## src/design/bbx_pkg.sv

```systemverilog
// package: opcode fields, register map and reset values for the byte/bit execute block
package bbx_pkg;

	// instruction field positions
	localparam int OPC_HI      = 13;
	localparam int OPC_LO      = 8;
	localparam int GRP_HI      = 13;
	localparam int GRP_LO      = 12;
	localparam int SUB_HI      = 11;
	localparam int SUB_LO      = 10;
	localparam int DEST_BIT    = 7;
	localparam int BIDX_HI     = 9;
	localparam int BIDX_LO     = 7;
	localparam int FADDR_HI    = 6;
	localparam int FADDR_LO    = 0;

	// opcode codes
	localparam logic [5:0] OPC_ADD_ACC_FILE = 6'h07;
	localparam logic [5:0] OPC_AND_ACC_FILE = 6'h05;
	localparam logic [1:0] GRP_BIT_OPS      = 2'h1;
	localparam logic [1:0] SUB_BIT_CLEAR    = 2'h0;
	localparam logic [1:0] SUB_BIT_SET      = 2'h1;
	localparam logic [1:0] SUB_SKIP_ZERO    = 2'h2;
	localparam logic [1:0] SUB_SKIP_ONE     = 2'h3;
	localparam logic       DEST_ACC         = 1'h0;

	// register map, byte addresses
	localparam logic [4:0] REG_ACC_OFS      = 5'h00;
	localparam logic [4:0] REG_STATUS_OFS   = 5'h04;
	localparam logic [4:0] REG_CTRL_OFS     = 5'h08;
	localparam logic [4:0] REG_EXEC_CNT_OFS = 5'h0c;
	localparam logic [4:0] REG_SKIP_CNT_OFS = 5'h10;
	localparam logic [4:0] REG_LAST_OFS     = 5'h14;

	// status layout
	localparam int STS_CARRY  = 0;
	localparam int STS_NIBBLE = 1;
	localparam int STS_ZERO   = 2;
	localparam int CTRL_RUN   = 0;

	// reset values
	localparam logic [7:0]  ACC_RST    = 8'h00;
	localparam logic [2:0]  STATUS_RST = 3'h0;
	localparam logic        RUN_RST    = 1'h1;
	localparam logic [13:0] LAST_RST   = 14'h0000;

	typedef enum logic [2:0]
	{
		BBX_OP_ADD   = 3'h0,
		BBX_OP_AND   = 3'h1,
		BBX_OP_CLEAR = 3'h2,
		BBX_OP_SET   = 3'h3,
		BBX_OP_TEST  = 3'h4,
		BBX_OP_NONE  = 3'h5
	} bbx_op_e;

	typedef enum logic [1:0]
	{
		BBX_ST_EXEC = 2'b01,
		BBX_ST_SKIP = 2'b10
	} bbx_state_e;

endpackage : bbx_pkg

```

## src/design/bbx_alu.sv

```systemverilog
// arithmetic and bit manipulation datapath of the execute block
`timescale 1ns/1ps
module bbx_alu
	import bbx_pkg::*;
(
	input  wire logic [7:0] acc,
	input  wire logic [7:0] fval,
	input  wire logic [2:0] bit_idx,
	input  bbx_op_e         op,
	output logic      [7:0] result,
	output logic            carry,
	output logic            nibble_carry,
	output logic            zero,
	output logic            bit_val
);

	wire [8:0] sum_full   = {1'b0, acc} + {1'b0, fval};
	wire [4:0] sum_nibble = {1'b0, acc[3:0]} + {1'b0, fval[3:0]};
	wire [7:0] bit_mask   = 8'h01 << bit_idx;

	assign carry        = sum_full[8];
	assign nibble_carry = sum_nibble[4];
	assign bit_val      = fval[bit_idx];
	assign zero         = (result == 8'h00);

	always_comb
	begin
		case (op)
			BBX_OP_ADD:   result = sum_full[7:0];
			BBX_OP_AND:   result = acc & fval;
			BBX_OP_CLEAR: result = fval & ~bit_mask;
			BBX_OP_SET:   result = fval | bit_mask;
			default:      result = fval;
		endcase
	end

endmodule : bbx_alu

```

## src/design/bbx_exec.sv

```systemverilog
// byte add/and and bit clear/set/test-skip execute block with avalon register access
//
// Chosen here: the address map and the Avalon-MM register port.
`timescale 1ns/1ps
module bbx_exec
	import bbx_pkg::*;
#(
	parameter int CNT_W = 16
)
(
	input  wire logic        core_clk,
	input  wire logic        resetn,
	// avalon-mm slave
	input  wire logic [4:0]  avs_address,
	input  wire logic        avs_read,
	input  wire logic        avs_write,
	input  wire logic [31:0] avs_writedata,
	input  wire logic [3:0]  avs_byteenable,
	output logic      [31:0] avs_readdata,
	output logic             avs_waitrequest,
	// instruction stream
	input  wire logic [13:0] instr_word,
	input  wire logic        instr_valid,
	output logic             instr_ready,
	output logic             fetch_flush,
	// file register port
	output logic      [6:0]  file_raddr,
	input  wire logic [7:0]  file_rdata,
	input  wire logic [7:0]  file_pin_rdata,
	input  wire logic        file_is_io,
	output logic             file_wr_en,
	output logic      [6:0]  file_waddr,
	output logic      [7:0]  file_wdata,
	// core state
	output logic      [7:0]  acc_out,
	output logic             carry_flag,
	output logic             nibble_carry_flag,
	output logic             zero_flag
);

	bbx_state_e         state_r;
	bbx_state_e         state_nxt;
	logic [7:0]         acc_r;
	logic [7:0]         acc_nxt;
	logic [2:0]         status_r;
	logic [2:0]         status_nxt;
	logic               run_r;
	logic [CNT_W-1:0]   exec_cnt_r;
	logic [CNT_W-1:0]   skip_cnt_r;
	logic [13:0]        last_r;
	logic               ack_r;
	logic [31:0]        rdata_r;
	logic               wr_en_r;
	logic [6:0]         waddr_r;
	logic [7:0]         wdata_r;
	logic               wr_en_nxt;

	// decode
	wire [5:0] opc      = instr_word[OPC_HI:OPC_LO];
	wire [1:0] grp      = instr_word[GRP_HI:GRP_LO];
	wire [1:0] sub      = instr_word[SUB_HI:SUB_LO];
	wire       dest_sel = instr_word[DEST_BIT];
	wire [2:0] bit_idx  = instr_word[BIDX_HI:BIDX_LO];
	wire [6:0] faddr    = instr_word[FADDR_HI:FADDR_LO];

	wire is_add   = (opc == OPC_ADD_ACC_FILE);
	wire is_and   = (opc == OPC_AND_ACC_FILE);
	wire is_bit   = (grp == GRP_BIT_OPS);
	wire is_clear = is_bit && (sub == SUB_BIT_CLEAR);
	wire is_set   = is_bit && (sub == SUB_BIT_SET);
	wire is_szero = is_bit && (sub == SUB_SKIP_ZERO);
	wire is_sone  = is_bit && (sub == SUB_SKIP_ONE);

	wire take      = instr_valid && instr_ready;
	// the word after a taken skip is the prefetched one; it runs as no_operation
	wire discard   = take && (state_r == BBX_ST_SKIP);
	wire live      = take && (state_r == BBX_ST_EXEC);

	bbx_op_e alu_op;
	assign alu_op = is_add   ? BBX_OP_ADD :
	                is_and   ? BBX_OP_AND :
	                is_clear ? BBX_OP_CLEAR :
	                is_set   ? BBX_OP_SET :
	                (is_szero || is_sone) ? BBX_OP_TEST : BBX_OP_NONE;

	// io registers are read at the pins, not at the output latch
	wire [7:0] src_val = file_is_io ? file_pin_rdata : file_rdata;

	wire [7:0] alu_result;
	wire       alu_carry;
	wire       alu_nibble;
	wire       alu_zero;
	wire       alu_bit;

	bbx_alu u_alu
	(
		.acc          (acc_r),
		.fval         (src_val),
		.bit_idx      (bit_idx),
		.op           (alu_op),
		.result       (alu_result),
		.carry        (alu_carry),
		.nibble_carry (alu_nibble),
		.zero         (alu_zero),
		.bit_val      (alu_bit)
	);

	wire skip_hit = live && ((is_szero && !alu_bit) ||
	                         (is_sone && alu_bit));
	wire byte_op  = live && (is_add || is_and);
	wire to_acc   = byte_op && (dest_sel == DEST_ACC);
	wire to_file  = (byte_op && (dest_sel != DEST_ACC)) ||
	                (live && (is_clear || is_set));

	assign instr_ready = run_r;
	assign fetch_flush = skip_hit;
	assign file_raddr  = faddr;

	// bus decode
	wire bus_req   = avs_read || avs_write;
	wire bus_wr    = avs_write && ack_r && avs_byteenable[0];
	wire hit_acc   = (avs_address == REG_ACC_OFS);
	wire hit_sts   = (avs_address == REG_STATUS_OFS);
	wire hit_ctrl  = (avs_address == REG_CTRL_OFS);
	wire hit_exec  = (avs_address == REG_EXEC_CNT_OFS);
	wire hit_skip  = (avs_address == REG_SKIP_CNT_OFS);
	wire hit_last  = (avs_address == REG_LAST_OFS);

	wire [31:0] rd_mux =
		hit_acc  ? {24'h000000, acc_r} :
		hit_sts  ? {29'h00000000, status_r} :
		hit_ctrl ? {31'h00000000, run_r} :
		hit_exec ? {{(32-CNT_W){1'b0}}, exec_cnt_r} :
		hit_skip ? {{(32-CNT_W){1'b0}}, skip_cnt_r} :
		hit_last ? {18'h00000, last_r} : 32'h00000000;

	// one wait state: the bus sees waitrequest low on the second cycle
	assign avs_waitrequest = bus_req && !ack_r;
	assign avs_readdata    = rdata_r;

	// accumulator: a retiring instruction wins over a bus write in the same cycle
	always_comb
	begin
		acc_nxt = acc_r;
		if (to_acc)
		begin
			acc_nxt = alu_result;
		end
		else if (bus_wr && hit_acc)
		begin
			acc_nxt = avs_writedata[7:0];
		end
	end

	// flags: add touches all three, and touches zero only, bit ops touch none
	always_comb
	begin
		status_nxt = status_r;
		if (byte_op && is_add)
		begin
			status_nxt[STS_CARRY]  = alu_carry;
			status_nxt[STS_NIBBLE] = alu_nibble;
			status_nxt[STS_ZERO]   = alu_zero;
		end
		else if (byte_op && is_and)
		begin
			status_nxt[STS_ZERO] = alu_zero;
		end
		else if (bus_wr && hit_sts)
		begin
			status_nxt = avs_writedata[2:0];
		end
	end

	// skip sequencing
	always_comb
	begin
		case (state_r)
			BBX_ST_EXEC:
			begin
				state_nxt = skip_hit ? BBX_ST_SKIP : BBX_ST_EXEC;
			end
			BBX_ST_SKIP:
			begin
				state_nxt = discard ? BBX_ST_EXEC : BBX_ST_SKIP;
			end
			default:
			begin
				state_nxt = BBX_ST_EXEC;
			end
		endcase
	end

	assign wr_en_nxt = to_file;

	always_ff @(posedge core_clk)
	begin
		if (!resetn)
		begin
			state_r  <= BBX_ST_EXEC;
			acc_r    <= ACC_RST;
			status_r <= STATUS_RST;
		end
		else
		begin
			state_r  <= state_nxt;
			acc_r    <= acc_nxt;
			status_r <= status_nxt;
		end
	end

	// file write-back, one cycle after the instruction is taken
	always_ff @(posedge core_clk)
	begin
		if (!resetn)
		begin
			wr_en_r <= 1'b0;
			waddr_r <= 7'h00;
			wdata_r <= 8'h00;
		end
		else
		begin
			wr_en_r <= wr_en_nxt;
			waddr_r <= faddr;
			wdata_r <= alu_result;
		end
	end

	always_ff @(posedge core_clk)
	begin
		if (!resetn)
		begin
			run_r <= RUN_RST;
		end
		else if (bus_wr && hit_ctrl)
		begin
			run_r <= avs_writedata[CTRL_RUN];
		end
	end

	// counters wrap; discarded words count as executed no_operation
	always_ff @(posedge core_clk)
	begin
		if (!resetn)
		begin
			exec_cnt_r <= '0;
			skip_cnt_r <= '0;
			last_r     <= LAST_RST;
		end
		else
		begin
			if (take)
			begin
				exec_cnt_r <= exec_cnt_r + 1'b1;
			end
			if (skip_hit)
			begin
				skip_cnt_r <= skip_cnt_r + 1'b1;
			end
			if (live)
			begin
				last_r <= instr_word;
			end
		end
	end

	always_ff @(posedge core_clk)
	begin
		if (!resetn)
		begin
			ack_r   <= 1'b0;
			rdata_r <= 32'h00000000;
		end
		else
		begin
			ack_r <= bus_req && !ack_r;
			if (avs_read && !ack_r)
			begin
				rdata_r <= rd_mux;
			end
		end
	end

	assign file_wr_en        = wr_en_r;
	assign file_waddr        = waddr_r;
	assign file_wdata        = wdata_r;
	assign acc_out           = acc_r;
	assign carry_flag        = status_r[STS_CARRY];
	assign nibble_carry_flag = status_r[STS_NIBBLE];
	assign zero_flag         = status_r[STS_ZERO];

endmodule : bbx_exec

```

## config.mk

```make
export PLATFORM = sky130hd
export DESIGN_NAME = bbx_exec
export DESIGN_NICKNAME = d
export VERILOG_FILES = /design/src/design/bbx_pkg.sv /design/src/design/bbx_alu.sv /design/src/design/bbx_exec.sv
export SDC_FILE = /design/constraint.sdc
export NUM_CORES = 1
export LEC_CHECK = 0
export BUFFER_PORTS_ARGS = -buffer_cell sky130_fd_sc_hd__buf_4
export CORE_MARGIN = 5
export CORE_UTILIZATION = 30
export DETAILED_ROUTE_END_ITERATION = 16
export GPL_ROUTABILITY_DRIVEN = 0
export GPL_TIMING_DRIVEN = 0
export SYNTH_ARGS = -nofsm -noshare
export SYNTH_HDL_FRONTEND = slang
export SYNTH_SLANG_ARGS = --single-unit
```

## constraint.sdc

```tcl
create_clock -name core_clk -period 5.5 [get_ports core_clk]
set_clock_uncertainty 0.1 [all_clocks]
set_input_delay 0.275 -clock core_clk [delete_from_list [all_inputs] [get_ports core_clk]]
set_output_delay 0.275 -clock core_clk [all_outputs]
set_load 0.03 [all_outputs]
```

## Yosys cells after proc, flatten, opt, wreduce, memory -nomap -nowiden

Index checks and enable logic that the tools add are counted.
Widths: inputs -> output; s select.

| word-level totals | value |
|---|---|
| output and inout bits | 69 |
| input port bits | 77 |
| register bits after elaboration | 109 |
| word-level logic and storage cells | 104 |

| operators by class | value |
|---|---|
| reductions and logical operators | 39 |
| equality and inequality tests | 17 |
| add/subtract/negate cells | 4 |
| bitwise logic cells | 5 |
| multiplexer cells | 24 |
| order comparisons | 1 |
| shift operators | 1 |

Operators by type and width:

| kind | number |
|---|---|
| $mux 16 | 5 |
| $add 16x1->16 const B | 2 |
| $pmux 8 s4 | 1 |
| $mux 8 | 3 |
| $logic_and 1x1->1 | 23 |
| $mux 3 | 6 |
| $and 8x8->8 | 2 |
| $mux 14 | 1 |
| $eq 6x3->1 const B | 2 |
| $eq 5x4->1 const B | 2 |
| $eq 5x5->1 const B | 2 |
| $add 8x8->9 | 1 |
| $logic_not 8->1 | 1 |
| $not 8->8 | 1 |
| $or 8x8->8 | 1 |
| $shl 1x3->8 const A | 1 |
| $eq 2x1->1 const B | 3 |
| $eq 2x2->1 const B | 3 |
| $eq 3x2->1 const B | 2 |
| $logic_or 1x1->1 | 6 |
| $mux 2 | 3 |
| $add 4x4->5 | 1 |
| $eq 5x3->1 const B | 1 |
| $logic_not 5->1 | 1 |
| other kinds (13) | 17 |

## Longest topological paths before layout

Gate-level depths: netlist of the first run.

| depth | value |
|---|---|
| depth in word-level cells | 13 |
| depth in mapped cells | 11 |
| gate-level depth less buffers | 10 |

## Hierarchy

From an unflattened synthesis of the first run, not the netlist that was laid out.

| unflattened totals | value |
|---|---|
| cells, all modules | 664 |
| area, all modules | 5,396.4 um^2 |

Modules (own cells, without submodules):

| module | instances | area each (um^2) | cells an instance |
|---|---|---|---|
| bbx_exec | 1 | 4,526.8 | 539 |
| bbx_alu | 1 | 869.6 | 125 |

## Worst setup path before layout of the first run

Ideal clock, no wire load.

| path | value |
|---|---|
| kind | input-to-reg |
| start | input file_is_io |
| end | register status_r[2] |
| buffers on the path | 1 |
| stages on the path | 11 |
| setup slack | 2,801 ps |
| arrival time | 2,512 ps |
| cell sequence | buf_6 -> mux2i_1 -> inv_1 -> ha_1 -> fa_1 -> a21o_1 -> a21oi_1 -> xnor2_1 -> a2111oi_0 -> nand4_1 -> o31ai_1 |

| on the way | value |
|---|---|
| word-level cells in the longest chain between the ends | 6 |
| elaborated cells between the ends (all ways) | 9 |

RTL lines:

| item | line | source |
|---|---|---|
| start, declared | bbx_exec.sv:30 | `input wire logic file_is_io,` |
| $mux 8 * | bbx_exec.sv:87 | `wire [7:0] src_val = file_is_io ? file_pin_rdata : file_rdata;` |
| $add 8x8->9, or another cell as far along | bbx_alu.sv:17 | `wire [8:0] sum_full = {1'b0, acc} + {1'b0, fval};` |
| $pmux 8 s4 * | bbx_alu.sv:28 | `case (op)` |
| $logic_not 8->1 * | bbx_alu.sv:24 | `assign zero = (result == 8'h00);` |
| $mux 1 | bbx_exec.sv:165 | `else if (byte_op && is_and)` |
| $mux 3 * | bbx_exec.sv:159 | `if (byte_op && is_add)` |
| end signal, assigned | bbx_exec.sv:208 | `status_r <= status_nxt;` |
| end, declared | bbx_exec.sv:45 | `logic [2:0] status_r;` |

Mark *: on every way between the ends. The rest lies on a longest branch, timed or not.
A chain may end at the register's enable or synchronous reset.

## Final worst setup path of the first run

Ends and elaborated chain as after synthesis.

==> results.cfg, run 1 <==
[power]
cellLeakagePower_nw = 2.684
powerDensity_mw_per_mm2 = 241.5
ir_worst_vdd_uv = 128.2

[sta]
layout_setup_ws_ns = 2.478
whs_ns = 0.06488
worst_pin_slew_ns = 1.284
setup_viol = 0
rsz0062_at_grt = no
period_share = 0.5495
fin_crit_ns = 3.022
fin_setup_tns_ns = 0
max_freq_mhz = 330.9
hold_viol = 0
maxSlewHeadroom = 0.1321
drv_slew = 0

[global_routing]
grt_antenna_before_repair = 0
grt_pass1_wl_mm = 25.45
grt_overflow = 0
first_global_vias = 4755
grt_max_degree = 15
grt.total_usage = 0.1593

[yosys]
synth_area_sq_mm = 0.005214
synth_ff_type = dfxtp_1
synth-async-reset-ratio = 0
yosysTopAreaCell = dfxtp_1
synth_area_per_cell_sq_um = 8.250
synth.distinct_cells = 63
ys_top_cells_by_area = dfxtp_1, nand2_1, nor2_1, a21oi_1, buf_4
ys_seq_area_frac = 0.3571
postSynthCellCount = 632
netlist.area_leader.share = 0.3571
yosysWarnings = 0
synth_edf_count = 0
ys_ff_latch = 93

[floorplanning]
coreArea_sq_mm = 0.01718
die_w_um = 141.8
rows = 48
ios = 146
die_h_um = 141.8
initial_utilization = 0.3035
die_area_sq_mm = 0.02012

[setup_path]
crit_chain = buf_4, buf_6, mux2i_1, inv_1, ha_1, fa_1, a21o_1, a21oi_1, xnor2_1, a2111oi_0, nand4_1, o31ai_1
crit_type = in2reg
crit_start = file_is_io
cp-start-kind = input port
r2r-end = status_r[2]
cpPeakStageDelay_ns = 0.44
slowest_stage = mux2i_1
reg2reg_slack_ns = 2.83
worst-r2r-cell-count = 8
crit_arrival_ns = 3.18
worstPathRequired_ns = 5.65
end_kind = register
path_max_fanout = 10
r2r_start = acc_out[0]

[clock_network]
hold_buffers = 0
cts_buffers = 9
cts_setup_buffers = 0
h-tree-depth = 3
clk_pin_slew_worst_paths_ns = 0.06
clk-insertion-delay-late_ns = 0.34
cts_resized = 0
clock_sinks = 93
clockBufferDepth = 2
cts_tree = built
clockRootBuffer = clkbuf_16

[final_layout]
utilization = 0.3837
instances_no_fill = 987
drive_gt1_frac = 0.2126
nets = 849
antenna_cells = 0
syn_to_final_growth_pct = 26.40

[status]
status = completed

[hold_path]
hold_depth = 2
hold_end = file_waddr[4]
hold_path_startpoint = instr_word[4]
holdCritPathClass = in2reg

[route]
post-route-drc-count = 0
vias = 5056
wirelength_mm = 16.45
drt-initial-drc-count = 406
wire_per_inst_um = 16.67
dr.pass1.iters = 7
ant_nets = 0
vias_per_cell = 5.123

[place]
dp_hpwl_mm = 12.85
place_inst = 973
dp_slack_ns = 2.159
port_buffers = 101

[job]
drv_cap = 0
critical path: cells and delay by family:
family / cells / cell delay [ns]
AOI/OAI and AO/OA: 4 / 1.14
xor gates and xnor gates: 1 / 0.14
adders and majority gates: 2 / 0.70
buffers and inverters: 3 / 0.35
muxes: 1 / 0.44
and+or+nand+nor: 1 / 0.14
cells in the mapped netlist (all sizes together), types with 7 or more instances:
cell type and n:
or3 8, and3 9, buf 26, nor3 14, nand4 11, dfxtp 93
mux2i 12, a22oi 14, nand3 23, nand2 71, mux2 10, a2bb2oi 11
a211oi 15, inv 11, a21oi 47, xnor2 9, a31oi 11, nand2b 7
nor2b 7, and2 16, ha 12, clkbuf 32, xor2 19, nor2 64
o21ai 24
sequential cells by signal, indices dropped and copies added, names as in the netlist, 2 cells and up:
register / count
file_waddr: 7
status_r: 3
acc_out: 8
file_wdata: 8
avs_readdata: 16
exec_cnt_r: 16
state_r: 2
skip_cnt_r: 16
last_r: 14
cells in the final DEF (no fill, tap or decap), types with 5 or more instances in the layout:
master and instances:
nor2_1 63, a21oi_1 47, ha_1 12, dfxtp_1 93, and2_1 15, nand2_1 70
nor2b_1 7, xnor2_1 8, nand3_1 23, or3_1 8, nor3_1 14, xor2_1 19
a211oi_1 15, mux2i_1 12, clkbuf_1 33, a2bb2oi_1 11, buf_4 124, a31oi_1 11
nand4_1 11, and3_1 9, a22oi_1 14, conb_1 16, o21ai_0 24, inv_1 10
mux2_2 10, clkbuf_16 9, a21o_1 5, nand2b_1 7
routing by layer:
| metal | global-route usage | vias up | part of all wire |
|---|---|---|---|
| met5 | 0 | - | 0 |
| met4 | 0.05202 | 0 | 0.020 |
| met3 | 0.02595 | 25 | 0.056 |
| met2 | 0.2579 | 152 | 0.47 |
| met1 | 0.2166 | 2401 | 0.46 |
| li1 | - | 2478 | - |
how the worst max path moves through the flow:
| stage | endpoint | slack [ns] | cells past startpoint |
|---|---|---|---|
| 2_1_floorplan | status_r[2] | 2.80 | 11 |
| 3_3_place_gp | status_r[2] | 2.15 | 12 |
| 3_5_place_dp | status_r[2] | 2.16 | 12 |
| 4_1_cts | status_r[2] | 2.52 | 12 |
| 5_1_grt | status_r[2] | 2.26 | 12 |
| 6_report | status_r[2] | 2.48 | 12 |
power by group:
part	leakage (nW)	switching [W]	internal (W)
registers	0.758	0.0000148	0.000694
logic	1.79	0.000168	0.000110
clock network	0.134	0.000257	0.000348
total	2.68	0.000440	0.00115
logic make-up (layout without fill, tap and decap cells):
| kind of cell | count (synthesis) | after routing | share of synthesized area |
|---|---|---|---|
| AO/OA/AOI/OAI | 154 | 154 | 0.1932 |
| XOR/XNOR | 28 | 28 | 0.05064 |
| adder cells (fa/ha/maj) | 13 | 13 | 0.03264 |
| buffers and inverters | 69 | 184 | 0.06816 |
| flip-flops | 93 | 93 | 0.3571 |
| multiplexers | 27 | 27 | 0.06696 |
| other | 1 | 16 | 0.0007193 |
| AND/OR/NAND/NOR | 247 | 247 | 0.2306 |
final cells by class:
class / instances / area (sq um)
repair buffers: 101 / 758.2
plain buffers: 58 / 314.1
well taps: 225 / 281.5
fillers: 1829 / 10590
inverters: 11 / 41.29
flip-flops and latches: 93 / 1862
multi-input cells: 485 / 3053
clock buffers: 10 / 229.0
clock inverters: 4 / 51.30
per-stage QoR:
stage / area (sq um) / total power [W]
finish: 6590 / 0.001592
global route: 6590 / 0.001664
CTS: 6590 / 0.001607
detailed placement: 6310 / 0.001001
global placement: 6310 / 0.0009998
floorplan: 5270 / 0.0008972
Note: power is estimated with default switching activity, not from simulation.
==> run 2: changes to the inputs <==
clock period = 2.8 ns   (was 5.5 ns; I/O delays follow)
==> run 2 against run 1 <==
Compared with the run above:
- via count grew 1.8%
- sequential power grew 96%
- critical path depth is the same
- non-clock buffer count grew 13
- clock-buffer cell count is the same
- register-to-register slack lost 2.6 ns
- design area grew 2.2%
- clock power grew 97%
- core utilization grew 0.84 points
==> results.cfg, run 2 (synthesis gave the netlist of run 1 again) <==
[setup_path]
cp-start-kind = input port
worstPathRequired_ns = 2.96
end_kind = register
crit_arrival_ns = 2.84
crit_type = in2reg
path_max_fanout = 10

[clock_network]
clk-insertion-delay-late_ns = 0.34
clock_sinks = 93
cts_buffers = 9
clockBufferDepth = 2
clk_pin_slew_worst_paths_ns = 0.06
h-tree-depth = 3
cts_tree = built
clockRootBuffer = clkbuf_16

[final_layout]
postLayoutCellArea_sq_mm = 0.006734
fill_cells = 1816
multi_input_comb_area_sq_mm = 0.003067
antenna_cells = 0
final_cell_mix = buf_4, dfxtp_1, nand2_1, nor2_1, a21oi_1
drive_gt1_frac = 0.2129
final_common_cell = buf_4
syn_to_final_growth_pct = 29.16
regArea_sq_mm = 0.001862
nets = 862

[route]
wirelength_mm = 16.72
vias_per_cell = 5.149
post-route-drc-count = 0
wire_per_inst_um = 16.72
ant_nets = 0
vias = 5149
drt-initial-drc-count = 377
dr.pass1.iters = 6

[place]
place_area_sq_mm = 0.006310
port_buffers = 101
dp_slack_ns = -0.4059
dp_hpwl_mm = 12.85

[sta]
worst_pin_slew_ns = 1.201
max_freq_mhz = 372.2
drv_slew = 0
hold_viol = 0
setup_viol = 0
whs_ns = 0.01321
rsz0062_at_grt = no
layout_setup_ws_ns = 0.1132
maxSlewHeadroom = 0.1917
fin_crit_ns = 2.687
period_share = 0.9596

[power]
powerDensity_mw_per_mm2 = 467.8
cellLeakagePower_nw = 2.740
internal_power_w = 0.002275
switchingPower_w = 0.0008749
power.total_w = 0.003150
swShare = 0.2777
combPwrFrac = 0.179
seqPwrFrac = 0.442
power_frac_clock = 0.379
ir_worst_vdd_uv = 255.3

[floorplanning]
die_w_um = 141.8
coreArea_sq_mm = 0.01718
rows = 48
initial_utilization = 0.3035
die_area_sq_mm = 0.02012
ios = 146
die_h_um = 141.8

[global_routing]
grt.total_usage = 0.1612
grt_overflow = 0
grt_max_degree = 15
grt_antenna_before_repair = 0
grt_pass1_wl_mm = 25.79
first_global_vias = 4829

[status]
status = completed

[hold_path]
holdCritPathClass = in2reg

[job]
drv_cap = 0
run 2: cell count changes in the layout (fill, tap and decap cells not counted):
cell / change
dlygate4sd3_1: +13
mux2i_1: -1
o21ai_0: -1
o21ai_1: +1
a21oi_2: +1
nor4b_1: -1
a21oi_1: -1
mux2i_2: +1
nor4b_2: +1
run 2: per-layer routing:
layer | part of all wire | vias to the layer above | global-route usage | routed length [um]
li1 | - | 2506 | - | -
met1 | 0.45 | 2445 | 0.2185 | 7552
met2 | 0.47 | 172 | 0.2624 | 7857
met3 | 0.058 | 26 | 0.02595 | 969
met4 | 0.020 | 0 | 0.05202 | 337
met5 | 0 | - | 0 | 0
run 2: path summary, 6_finish.rpt:
| check | startpoint | to | slack, ns | depth (start not counted) |
|---|---|---|---|---|
| setup / recovery | file_is_io | status_r[2] | 0.11 | 12 |
| hold / removal | resetn | state_r[1] | 0.01 | 3 |
| setup reg to reg | acc_out[0] | status_r[2] | 0.24 | 8 |
| hold reg to reg | avs_readdata[0] | avs_readdata[0] | 0.35 | 2 |
run 2: area by class of cell:
| class | instances | share of cell area |
|---|---|---|
| clock buffers | 10 | 0.03400 |
| inverters | 11 | 0.006132 |
| plain buffers | 58 | 0.04664 |
| clock inverters | 4 | 0.007618 |
| flip-flops and latches | 93 | 0.2765 |
| repair buffers | 114 | 0.1319 |
| multi-input cells | 485 | 0.4554 |
| well taps | 225 | 0.04181 |
run 2: worst max-delay path, stage by stage:
cell       delay (ns)
buf_4            0.11
buf_6            0.15
mux2i_2          0.37
inv_1            0.08
ha_1             0.27
fa_1             0.42
a21o_1           0.18
a21oi_2          0.23
xnor2_1          0.12
a2111oi_0        0.43
nand4_1          0.14
o31ai_1          0.20
run 2: timing repair:
item | 4_1_cts | 5_1_grt
setup buffers | 0 | 0
gates cloned | 0 | 0
hold buffers | 13 | 0
resized for setup | 1 | 3
hold endpoints to repair | 19 | 0
setup endpoints to repair | 3 | 5
run 2: power groups by stage:
stage                     registers [W]  clock network [W]  logic, W
final                           0.00139            0.00119  0.000564
after global routing            0.00139            0.00128  0.000612
after CTS                       0.00139            0.00122  0.000562
after detailed placement        0.00142                  0  0.000545
after global placement          0.00142                  0  0.000543
after floorplan                 0.00145                  0  0.000309
run 2: metrics by stage:
| step | setup TNS, ns | instances | utilization |
|---|---|---|---|
| global placement | -1.703 | 973 | 0.3674 |
| global route | 0 | 1000 | 0.3920 |
| CTS | 0 | 1000 | 0.3915 |
| finish | 0 | 1000 | 0.3920 |
| detailed placement | -1.951 | 973 | 0.3674 |
| floorplan | 0 | 647 | - |
==> run 3: changes to the inputs <==
clock period = 2.4 ns   (was 2.8 ns; I/O delays follow)
==> run 3 against run 2 <==
Compared with the run above:
- first-iteration DRC count fell by 8.0%
- non-clock buffer count is 5 higher
- design area rose by 1.7%
- critical path depth fell by 2
- combinational power is 21% higher
- critical endpoint unchanged
- core utilization is 0.68 points higher
- critical path type unchanged
==> results.cfg, run 3 (synthesis gave the netlist of run 1 again) <==
[status]
status = completed

[global_routing]
grt_overflow = 0
grt_pass1_wl_mm = 26.04
first_global_vias = 4878
grt_max_degree = 17
grt.total_usage = 0.1634
grt_antenna_before_repair = 0

[floorplanning]
rows = 48
die_area_sq_mm = 0.02012
ios = 146
coreArea_sq_mm = 0.01718
die_w_um = 141.8
die_h_um = 141.8
initial_utilization = 0.3035

[route]
drt-initial-drc-count = 347
post-route-drc-count = 0
vias = 5098
wirelength_mm = 16.63
vias_per_cell = 5.058
dr.pass1.iters = 5
ant_nets = 0
wire_per_inst_um = 16.50

[sta]
fin_crit_ns = 2.355
layout_setup_ws_ns = 0.04486
worst_pin_slew_ns = 1.070
setup_viol = 0
drv_slew = 0
rsz0062_at_grt = yes
hold_viol = 0
whs_ns = 0.02193
period_share = 0.9813
max_freq_mhz = 424.6
fin_setup_tns_ns = 0
maxSlewHeadroom = 0.2827

[power]
cellLeakagePower_nw = 2.781
powerDensity_mw_per_mm2 = 539.6
ir_worst_vdd_uv = 348.9

[final_layout]
antenna_cells = 0
fill_cells = 1846
final_common_cell = buf_4
final_cell_mix = buf_4, dfxtp_1, nand2_1, nor2_1, a21oi_1
drive_gt1_frac = 0.2324
postLayoutCellArea_sq_mm = 0.006852
syn_to_final_growth_pct = 31.41
instances_no_fill = 1008
nets = 868

[clock_network]
h-tree-depth = 3
cts_buffers = 9
clk_pin_slew_worst_paths_ns = 0.07
cts_tree = built
clockRootBuffer = clkbuf_16
clock_sinks = 93
clk-insertion-delay-late_ns = 0.35
clockBufferDepth = 2

[job]
drv_cap = 0

[setup_path]
cp-start-kind = input port
crit_arrival_ns = 2.52
reg2reg_slack_ns = 0.08
crit_type = in2reg
end_kind = register
worstPathRequired_ns = 2.57
path_max_fanout = 10

[place]
dp_slack_ns = -0.4899
port_buffers = 101
dp_hpwl_mm = 12.85
place_area_sq_mm = 0.006329
place_inst = 973

[hold_path]
holdCritPathClass = in2reg
run 3: worst paths after layout:
path                endpoint             start  cells after the start
min reg2reg  avs_readdata[0]   avs_readdata[0]                      2
min               acc_out[6]  avs_writedata[6]                      4
max              status_r[2]        file_is_io                     10
max reg2reg      status_r[2]        acc_out[0]                      8
run 3: timing repair:
| item | 4_1_cts | 5_1_grt |
|---|---|---|
| setup endpoints to repair | 11 | 24 |
| setup buffers | 0 | 6 |
| gates cloned | 0 | 1 |
| hold buffers | 14 | 0 |
| pin swaps | 0 | 2 |
| endpoints found under the hold margin | 20 | 0 |
| gates resized for setup | 7 | 7 |
run 3: cell type report:
class	instances	area, sq um	share of cell area
sequential	93	1863	0.2719
inverter	11	41.29	0.006026
buffer	56	310.3	0.04529
timing repair buffer	121	943.4	0.1377
tap	225	281.5	0.04109
multi-input combinational	486	3127	0.4564
clock inverter	5	42.54	0.006209
clock buffer	11	242.7	0.03543
run 3: per-stage QoR:
| stage | total power [W] | util |
|---|---|---|
| after floorplan | 0.002059 | - |
| after global placement | 0.002295 | 0.3684 |
| after detailed placement | 0.002297 | 0.3684 |
| after CTS | 0.003703 | 0.3947 |
| after global routing | 0.003850 | 0.3989 |
| final | 0.003697 | 0.3989 |
run 3: power breakdown:
group	leakage [nW]	internal [W]	total, W	switching, W
sequential	0.758	0.00159	0.00162	0.0000332
combinational	1.89	0.000284	0.000684	0.000400
clock	0.137	0.000743	0.00139	0.000648
total	2.78	0.00262	0.00370	0.00108
run 3: critical path, stage by stage:
cell and delay (ns):
buf_4 0.11, buf_8 0.14, mux2_2 0.41, ha_1 0.31, a211oi_1 0.36, o21ai_0 0.19, a21o_1 0.19, a31oi_1 0.34
nand4_1 0.13, o31ai_1 0.19
run 3: routing by layer:
layer / track usage / up-vias / wire, um
met2: 0.2631 / 158 / 7828
met3: 0.02326 / 30 / 822
met5: 0 / - / 0
li1: - / 2524 / -
met1: 0.2218 / 2386 / 7593
met4: 0.06212 / 0 / 387
